--- config.mk ---
export PLATFORM = sky130hd
export DESIGN_NAME = ppa_top
export DESIGN_NICKNAME = d
export VERILOG_FILES = /design/src/include/ppa_pkg.sv /design/src/core/ppa_top.sv
export SDC_FILE = /design/constraint.sdc
export NUM_CORES = 1
export LEC_CHECK = 0
export BUFFER_PORTS_ARGS = -buffer_cell sky130_fd_sc_hd__buf_2
export CORE_MARGIN = 10
export CORE_UTILIZATION = 60
export CTS_CLUSTER_DIAMETER = 50
export CTS_CLUSTER_SIZE = 30
export DETAILED_ROUTE_END_ITERATION = 16
export GPL_TIMING_DRIVEN = 0
export PLACE_DENSITY = 0.9
export SYNTH_ARGS = -nofsm -noshare
export SYNTH_HDL_FRONTEND = slang
export SYNTH_SLANG_ARGS = --single-unit
--- constraint.sdc ---
create_clock -name clk_i -period 4.54 [get_ports clk_i]
set_input_delay 0.908 -clock clk_i [delete_from_list [all_inputs] [get_ports clk_i]]
set_output_delay 0.908 -clock clk_i [all_outputs]
set_load 0.02 [all_outputs]
--- src/include/ppa_pkg.sv ---
// Purpose: shared constants and types for the parallel port address/status block
// Assumes: 32-bit classic wishbone, 16-bit registers in the low half of each word
// Notes: byte offsets are word aligned
package ppa_pkg;
  localparam logic [7:0] OFF_CTRL = 8'h00;
  localparam logic [7:0] OFF_ADDR = 8'h04;
  localparam logic [7:0] OFF_AEN = 8'h08;
  localparam logic [7:0] OFF_STAT = 8'h0C;
  localparam logic [7:0] OFF_PAD = 8'h10;
  localparam logic [7:0] OFF_MDATA = 8'h14;
  localparam logic [7:0] OFF_IN0 = 8'h18;
  localparam logic [7:0] OFF_OUT0 = 8'h28;
  localparam logic [7:0] OFF_STEP = 8'h04;
  // control register fields
  localparam int CSF_LSB = 6;
  localparam int MODE_LSB = 8;
  localparam int STEP_LSB = 11;
  localparam int INTERRUPT_MODE_FIELD_LSB = 13;
  // status register fields
  localparam int ST_IBF = 15;
  localparam int ST_INPUT_OVERFLOW = 14;
  localparam int ST_OBE = 7;
  localparam int ST_OUTPUT_UNDERFLOW = 6;
  localparam logic [15:0] CTRL_RST = 16'h0000;
  localparam logic [15:0] ADDR_RST = 16'h0000;
  localparam logic [15:0] AEN_RST = 16'h0000;
  localparam logic [15:0] PAD_RST = 16'h0000;
  localparam logic [15:0] PAD_MASK = 16'h0003;
  localparam logic [1:0] CSF_BOTH = 2'b10;
  localparam logic [1:0] CSF_TWO = 2'b01;
  localparam logic [1:0] STEP_INC = 2'b01;
  localparam logic [1:0] STEP_DEC = 2'b10;
  localparam logic [1:0] STEP_BUF = 2'b11;
  localparam logic [1:0] IRQ_END = 2'b01;
  localparam logic [1:0] IRQ_BUF3 = 2'b11;
  localparam logic [1:0] MODE_LEGACY = 2'b00;
  localparam logic [1:0] MODE_ENH = 2'b01;
  typedef struct packed {
    logic cs;
    logic rd;
    logic wr;
    logic [1:0] addr;
    logic [7:0] data;
  } ppa_host_t;
endpackage : ppa_pkg

--- src/core/ppa_top.sv ---
// Purpose: master address register, pin enables and slave buffer status of a parallel port
// Assumes: host strobes active high, asynchronous to clk_i, held for at least three clocks
// Notes: one-cycle wishbone answer; registers in bits 15:0
// What this block does
// bit 15 is second select when field 10/01
// bit 14 is first select only when field 10
// bits 13:0 hold the master destination address
// enhanced slave mode: address register is output buffer
// top pin enable gives pin 15 to port
// pin 14 enable gives pin 14 to port
// enables 13:2 make pins address lines
// enables 1:0 make pins address or latch
// input all-full reads one only when all full
// host write to full input sets overflow
// input full set by data, cleared by read
// output all-empty reads one only when all empty
// host read of empty output sets underflow
// output empty cleared by software buffer write
// status bits 13:12 and 5:4 read zero
// select field: 10 both, 01 second, 00 none
// step mode: increment, decrement, hold, buffer walk
// interrupt mode 11 fires on buffer three access
// overflowing host write keeps the old data
// summary flags are AND of individual flags
`timescale 1ns/1ps
module ppa_top
  import ppa_pkg::*;
(
  input wire logic clk_i,
  input wire logic rst_i,
  input wire logic wb_cyc_i,
  input wire logic wb_stb_i,
  input wire logic wb_we_i,
  input wire logic [7:0] wb_adr_i,
  input wire logic [3:0] wb_sel_i,
  input wire logic [31:0] wb_dat_i,
  output logic [31:0] wb_dat_o,
  output logic wb_ack_o,
  input wire ppa_pkg::ppa_host_t host_i,
  output logic [7:0] host_data_o,
  output logic host_data_oe_o,
  output logic [15:0] port_addr_o,
  output logic [15:0] port_pin_en_o,
  output logic chip_select_one_o,
  output logic chip_select_two_o,
  output logic [7:0] master_data_o,
  output logic master_wr_o,
  output logic [15:0] pad_cfg_o,
  output logic irq_o
);
  import ppa_pkg::*;

  logic [15:0] ctrl_q;
  logic [15:0] addr_q;
  logic [15:0] aen_q;
  logic [15:0] pad_q;
  logic [7:0] in_buf_q [4];
  logic [7:0] out_buf_q [4];
  logic [3:0] in_full_q;
  logic [3:0] out_empty_q;
  logic input_overflow_q;
  logic output_underflow_q;
  logic [1:0] in_ptr_q;
  logic [1:0] out_ptr_q;
  ppa_host_t sync1_q;
  ppa_host_t sync2_q;
  logic rd_s3_q;
  logic wr_s3_q;
  logic ack_q;
  logic [31:0] rdat_q;

  logic [1:0] select_function_field;
  logic [1:0] mode;
  logic [1:0] step;
  logic [1:0] interrupt_mode_field;
  logic enh;
  logic req;
  logic wr_req;
  logic rd_req;
  logic [15:0] wmask;
  logic [15:0] status;
  logic [15:0] wdat;
  logic host_wr_ev;
  logic host_rd_ev;
  logic [1:0] in_idx;
  logic [1:0] out_idx;
  logic [15:0] amask;
  logic [15:0] a_next;
  logic master_go;

  assign select_function_field = ctrl_q[CSF_LSB +: 2];
  assign mode = ctrl_q[MODE_LSB +: 2];
  assign step = ctrl_q[STEP_LSB +: 2];
  assign interrupt_mode_field = ctrl_q[INTERRUPT_MODE_FIELD_LSB +: 2];
  assign enh = (mode == MODE_ENH);
  assign req = wb_cyc_i & wb_stb_i & ~ack_q;
  assign wr_req = req & wb_we_i;
  assign rd_req = req & ~wb_we_i;
  assign wmask = {{8{wb_sel_i[1]}}, {8{wb_sel_i[0]}}};
  assign wdat = wb_dat_i[15:0];

  // summary flags and fixed zero holes
  assign status = {&in_full_q, input_overflow_q, 2'b00, in_full_q,
                   &out_empty_q, output_underflow_q, 2'b00, out_empty_q};

  // host pins: two-flop sync, edges seen past the second stage
  always_ff @(posedge clk_i) begin
    if (rst_i) begin
      sync1_q <= '0;
      sync2_q <= '0;
      rd_s3_q <= 1'b0;
      wr_s3_q <= 1'b0;
    end else begin
      sync1_q <= host_i;
      sync2_q <= sync1_q;
      rd_s3_q <= sync2_q.rd;
      wr_s3_q <= sync2_q.wr;
    end
  end

  assign host_wr_ev = sync2_q.cs & sync2_q.wr & ~wr_s3_q & (mode == MODE_LEGACY | enh);
  assign host_rd_ev = sync2_q.cs & sync2_q.rd & ~rd_s3_q & (mode == MODE_LEGACY | enh);
  // buffer selection by address pins or walking pointer
  assign in_idx = enh ? sync2_q.addr : (step == STEP_BUF ? in_ptr_q : 2'b00);
  assign out_idx = enh ? sync2_q.addr : (step == STEP_BUF ? out_ptr_q : 2'b00);

  always_ff @(posedge clk_i) begin
    if (rst_i) begin
      in_ptr_q <= 2'b00;
      out_ptr_q <= 2'b00;
    end else begin
      if (host_wr_ev && !enh && step == STEP_BUF)
        in_ptr_q <= in_ptr_q + 2'b01;
      if (host_rd_ev && !enh && step == STEP_BUF)
        out_ptr_q <= out_ptr_q + 2'b01;
    end
  end

  // control, pad and pin enable registers
  always_ff @(posedge clk_i) begin
    if (rst_i) begin
      ctrl_q <= CTRL_RST;
      aen_q <= AEN_RST;
      pad_q <= PAD_RST;
    end else if (wr_req) begin
      if (wb_adr_i == OFF_CTRL)
        ctrl_q <= (ctrl_q & ~wmask) | (wdat & wmask);
      if (wb_adr_i == OFF_AEN)
        aen_q <= (aen_q & ~wmask) | (wdat & wmask);
      if (wb_adr_i == OFF_PAD)
        pad_q <= (pad_q & ~wmask) | (wdat & wmask & PAD_MASK);
    end
  end

  // address bits that act as address under the select field
  always_comb begin
    if (select_function_field == CSF_BOTH)
      amask = 16'h3FFF;
    else if (select_function_field == CSF_TWO)
      amask = 16'h7FFF;
    else
      amask = 16'hFFFF;
    unique case (step)
      STEP_INC: a_next = (addr_q & ~amask) | ((addr_q + 16'h0001) & amask);
      STEP_DEC: a_next = (addr_q & ~amask) | ((addr_q - 16'h0001) & amask);
      default: a_next = addr_q;
    endcase
  end

  assign master_go = wr_req & (wb_adr_i == OFF_MDATA) & ~enh & (mode != MODE_LEGACY);

  // address register; in enhanced slave mode it is not touched
  always_ff @(posedge clk_i) begin
    if (rst_i)
      addr_q <= ADDR_RST;
    else if (wr_req && wb_adr_i == OFF_ADDR && !enh)
      addr_q <= (addr_q & ~wmask) | (wdat & wmask);
    else if (master_go)
      addr_q <= a_next;
  end

  // master write cycle and pin drive
  always_ff @(posedge clk_i) begin
    if (rst_i) begin
      master_wr_o <= 1'b0;
      master_data_o <= 8'h00;
      port_addr_o <= 16'h0000;
      port_pin_en_o <= 16'h0000;
      chip_select_one_o <= 1'b0;
      chip_select_two_o <= 1'b0;
      pad_cfg_o <= 16'h0000;
    end else begin
      master_wr_o <= master_go;
      if (master_go)
        master_data_o <= wdat[7:0];
      port_addr_o <= addr_q & amask & aen_q;
      port_pin_en_o <= aen_q;
      chip_select_one_o <= aen_q[14] & (select_function_field == CSF_BOTH) & addr_q[14];
      chip_select_two_o <= aen_q[15] & (select_function_field == CSF_BOTH || select_function_field == CSF_TWO) & addr_q[15];
      pad_cfg_o <= pad_q;
    end
  end

  // input buffers: host fills, software drains
  always_ff @(posedge clk_i) begin
    if (rst_i) begin
      in_full_q <= 4'h0;
      input_overflow_q <= 1'b0;
      for (int i = 0; i < 4; i++)
        in_buf_q[i] <= 8'h00;
    end else begin
      if (rd_req && wb_adr_i >= OFF_IN0 && wb_adr_i < OFF_IN0 + 8'h10)
        in_full_q[wb_adr_i[3:2] - 2'b10] <= 1'b0;
      if (wr_req && wb_adr_i == OFF_STAT && wb_sel_i[1] && !wdat[ST_INPUT_OVERFLOW])
        input_overflow_q <= 1'b0;
      if (host_wr_ev) begin
        if (in_full_q[in_idx])
          input_overflow_q <= 1'b1;
        else begin
          in_buf_q[in_idx] <= sync2_q.data;
          in_full_q[in_idx] <= 1'b1;
        end
      end
    end
  end

  // output buffers: software fills, host drains
  always_ff @(posedge clk_i) begin
    if (rst_i) begin
      out_empty_q <= 4'hF;
      output_underflow_q <= 1'b0;
      for (int i = 0; i < 4; i++)
        out_buf_q[i] <= 8'h00;
    end else begin
      if (host_rd_ev) begin
        if (out_empty_q[out_idx])
          output_underflow_q <= 1'b1;
        else
          out_empty_q[out_idx] <= 1'b1;
      end
      if (wr_req && wb_adr_i == OFF_STAT && wb_sel_i[0] && !wdat[ST_OUTPUT_UNDERFLOW] && !host_rd_ev)
        output_underflow_q <= 1'b0;
      if (wr_req && wb_adr_i >= OFF_OUT0 && wb_adr_i < OFF_OUT0 + 8'h10 && wb_sel_i[0]) begin
        out_buf_q[wb_adr_i[3:2] - 2'b10] <= wdat[7:0];
        out_empty_q[wb_adr_i[3:2] - 2'b10] <= 1'b0;
      end
      if (wr_req && wb_adr_i == OFF_ADDR && enh) begin
        if (wb_sel_i[0]) begin
          out_buf_q[2] <= wdat[7:0];
          out_empty_q[2] <= 1'b0;
        end
        if (wb_sel_i[1]) begin
          out_buf_q[3] <= wdat[15:8];
          out_empty_q[3] <= 1'b0;
        end
      end
    end
  end

  // host read data drive and interrupt
  always_ff @(posedge clk_i) begin
    if (rst_i) begin
      host_data_o <= 8'h00;
      host_data_oe_o <= 1'b0;
      irq_o <= 1'b0;
    end else begin
      if (host_rd_ev)
        host_data_o <= out_buf_q[out_idx];
      host_data_oe_o <= sync2_q.cs & sync2_q.rd & (mode == MODE_LEGACY | enh);
      irq_o <= ((interrupt_mode_field == IRQ_BUF3) & (host_wr_ev & in_idx == 2'b11 | host_rd_ev & out_idx == 2'b11)) |
               ((interrupt_mode_field == IRQ_END) & (host_wr_ev | host_rd_ev | master_wr_o));
    end
  end

  // wishbone answer, one cycle after the request
  always_ff @(posedge clk_i) begin
    if (rst_i) begin
      ack_q <= 1'b0;
      rdat_q <= 32'h00000000;
    end else begin
      ack_q <= req;
      rdat_q <= 32'h00000000;
      if (rd_req) begin
        if (wb_adr_i == OFF_CTRL)
          rdat_q[15:0] <= ctrl_q;
        else if (wb_adr_i == OFF_ADDR)
          rdat_q[15:0] <= enh ? {out_buf_q[3], out_buf_q[2]} : addr_q;
        else if (wb_adr_i == OFF_AEN)
          rdat_q[15:0] <= aen_q;
        else if (wb_adr_i == OFF_STAT)
          rdat_q[15:0] <= status;
        else if (wb_adr_i == OFF_PAD)
          rdat_q[15:0] <= pad_q;
        else if (wb_adr_i >= OFF_IN0 && wb_adr_i < OFF_IN0 + 8'h10)
          rdat_q[7:0] <= in_buf_q[wb_adr_i[3:2] - 2'b10];
        else if (wb_adr_i >= OFF_OUT0 && wb_adr_i < OFF_OUT0 + 8'h10)
          rdat_q[7:0] <= out_buf_q[wb_adr_i[3:2] - 2'b10];
      end
    end
  end

  assign wb_ack_o = ack_q;
  assign wb_dat_o = rdat_q;
endmodule : ppa_top

==> key figures <==
Synthesis
  • Syn_area_per_cell: 9.80 um2
  • EDFF count, synth: 64
  • FFs w/ async S/R, synth: 0
  • Synth top area share: 0.345
  • Seq/Total Area, Yosys: 0.518
  • Top_reg_cell synth: dfxtp_1
  • Cell taking the most area after synthesis: dfxtp_1
  • Top area cells in the synthesized netlist: dfxtp_1 35%, edfxtp_1 17%, and2_1 5.3%
  • YS warnings: 0
  • Count of cell types in the netlist: 79
  • Top post-synthesis cells by count: 192 x dfxtp_1, 148 x nand2_1, 95 x and2_1
  • Post-Syn Area: 11100 um2
  • Cell count after synthesis: roughly 1100
  • Top-count cell post-synth: dfxtp_1
  • Yosys reg bits: approximately 260

Pwr
  • Pint: 3.57 mW
  • Logic gate share of total power: 0.050
  • Power, Total: approximately 4.8 mW
  • Clock power share: 0.448
  • VDD IR max: 0.000366 V
  • Switching Power: 1.18 mW
  • Switching Share: 0.248
  • Sequential Power Share: 0.502
  • Pwr/cell area: approximately 370 nW/um2
  • Pleak: 5.13 nW

STA
  • Hold Fails Final Rpt: 0
  • Worst slew pin tran: 1.28 ns
  • Fmax achieved: 304 MHz
  • RSZ-0062 raised after global routing: no
  • Relative slew slack: 0.144
  • Setup TNS: 0 ns
  • Worst hold slack: 0.440 ns
  • Final period util: 0.724
  • Clk_skew: 0.0200 ns
  • Crit path time final: 3.29 ns
  • Slew Limit Fails: 0
  • Final setup viols: 0

Placement
  • PortBufs: 122
  • Gpl congestion: 1.02
  • DP HPWL: 26.2 mm

Drt
  • DR iter-0 viols: 1303
  • Routed WL: roughly 35 mm
  • WL/cell: 22.8 um
  • Drt drc: 0
  • ANT nets after route: 0
  • Via count: 9656
  • DRT Pass-1 Iters: 6
  • Via density: 6.24

Worst setup path
  • Worst path max stage delay: 0.96 ns
  • R2R cell count: 7
  • Reg2Reg Setup Slack: 1.37 ns
  • WP data required: 4.68 ns
  • Largest delay contributor family on the critical path: simple AND/OR/NAND/NOR gates
  • CP max FO: 8
  • CP startpoint kind: input port
  • Worst EP arrival: 3.43 ns
  • Worst-path cell chain: buf_2 > or4_4 > nor4_1 > a22oi_1 > o21ai_0
  • RR Endpoint: in_buf_q[2][2]$_SDFFCE_PN0P_
  • Critical path buffer and inverter count: 1
  • WS Path Type: in2reg
  • CP endpoint kind: flip-flop
  • CP max stage cell: o21ai_0

Finish
  • Final Core Density: 0.715
  • Layout cells sized above 1: 0.175
  • Synthesis-to-finish area growth: 16.1%
  • # diodes: 0
  • Final net count: 1365

Die
  • Core Region: ~18000 um2
  • Die area: between 20000 and 25000 um2
  • Initial core utilization: 0.616
  • I/O pin cnt: 164
  • Die Width: 156 um
  • Vert. Die Dim: between 150 and 200 um
  • Row cnt: 49

CTS
  • CTS Buf Count: 24
  • Post-CTS sizing: 0
  • CTS H-Tree Depth: 1
  • Hold Buf Count CTS: 0
  • Clk_lat worst skew: 0.53 ns
  • CTS tree: built
  • Worst-path clk slew: approximately 0.07 ns
  • Post-CTS Setup Bufs: 0
  • Max Root-Sink Buffers: 3
  • Root buf cell: clkbuf_16
  • CTS Sinks: 256

GRT
  • First-pass GRT wire length: 52.4 mm
  • Largest net degree at the start of global routing: 21
  • GR Overflow Total: 0
  • GRT Total Usage: 0.275
  • Initial antenna violation count: 0
  • Vias in the first global route: roughly 9000

Hold path
  • Worst Hold Depth: 1
  • HP Class: reg2reg
  • Endpoint, Worst Hold: sync2_q[12]$_SDFF_PP0_
  • HP Start: sync1_q[12]$_SDFF_PP0_

Job
  • Max Cap Violations: 0

Outcome
  • Outcome: finished clean
[how the worst max path moves through the flow]
| stage | cells after the start | to | from | slack (ns) |
|---|---|---|---|---|
| after global routing | 5 | out_buf_q[2][4]$_DFFE_PP_ | wb_adr_i[1] | 1.12 |
| after CTS | 7 | out_buf_q[0][3]$_SDFFCE_PN0P_ | wb_we_i | 1.29 |
| final | 5 | out_buf_q[2][4]$_DFFE_PP_ | wb_adr_i[1] | 1.25 |
| after floorplan | 4 | out_buf_q[2][0]$_DFFE_PP_ | wb_adr_i[1] | 1.57 |
| after detailed placement | 5 | out_buf_q[2][6]$_DFFE_PP_ | wb_adr_i[1] | 0.75 |
| after global placement | 7 | out_buf_q[0][0]$_SDFFCE_PN0P_ | wb_we_i | 0.79 |
[area by class of cell]
cell class / instances / area [um2]
Timing Repair Buffer: 122 / 611
Fill cell: 1297 / 5150
Sequential cell: 256 / 5770
Buffer: 89 / 475
Tap cell: 229 / 287
Clock buffer: 27 / 633
Clock inverter: 17 / 211
Inverter: 11 / 41.3
Multi-Input combinational cell: 796 / 4910
[power by group through the flow]
stage               clock network (mW)  registers [mW]  logic, mW
global placement                     0            2.44      0.221
CTS                               2.13            2.39      0.226
floorplan                            0            2.43      0.134
detailed placement                   0            2.44      0.225
finish                            2.13            2.39      0.236
global route                      2.22            2.39      0.245
[stage by stage]
step / cell area [um2] / setup WS (ns) / instances
floorplan: 11200 / 1.57 / 1152
global placement: 12100 / 0.787 / 1503
detailed placement: 12100 / 0.755 / 1503
CTS: 12900 / 1.29 / 1547
global route: 12900 / 1.12 / 1547
finish: 12900 / 1.25 / 1547
[routing by layer]
metal  global-route usage  vias to the layer above  share of wire
li1                     -                     4314              -
met1                0.347                     4488           0.37
met2                0.429                      707           0.44
met3               0.0743                      147           0.14
met4                0.135                        0          0.053
met5                    0                        -              0
[cell usage in the layout (no fill, tap or decap), drive strengths merged, types with 13 or more instances in the layout]
master,count
a32oi,16
nor2b,67
inv,22
clkbuf,81
mux4,16
nand2,148
o21ai,50
nand3,28
a22oi,16
nor3,13
a21oi,87
buf,156
nor2,55
edfxtp,64
and2,96
conb,16
dfxtp,192
mux2i,23
[logic make-up (layout without fill, tap and decap cells)]
| family | Yosys count | after routing | share of synthesized area |
|---|---|---|---|
| other cells | 1 | 16 | 0.000337 |
| buf+inv | 100 | 266 | 0.0464 |
| fa+ha+maj | 3 | 3 | 0.00337 |
| compound gates | 246 | 246 | 0.141 |
| mux | 40 | 40 | 0.0540 |
| xor+xnor | 10 | 10 | 0.00786 |
| simple gates | 481 | 481 | 0.230 |
| flops | 256 | 256 | 0.518 |
Note: power is estimated with default switching activity, not from simulation.
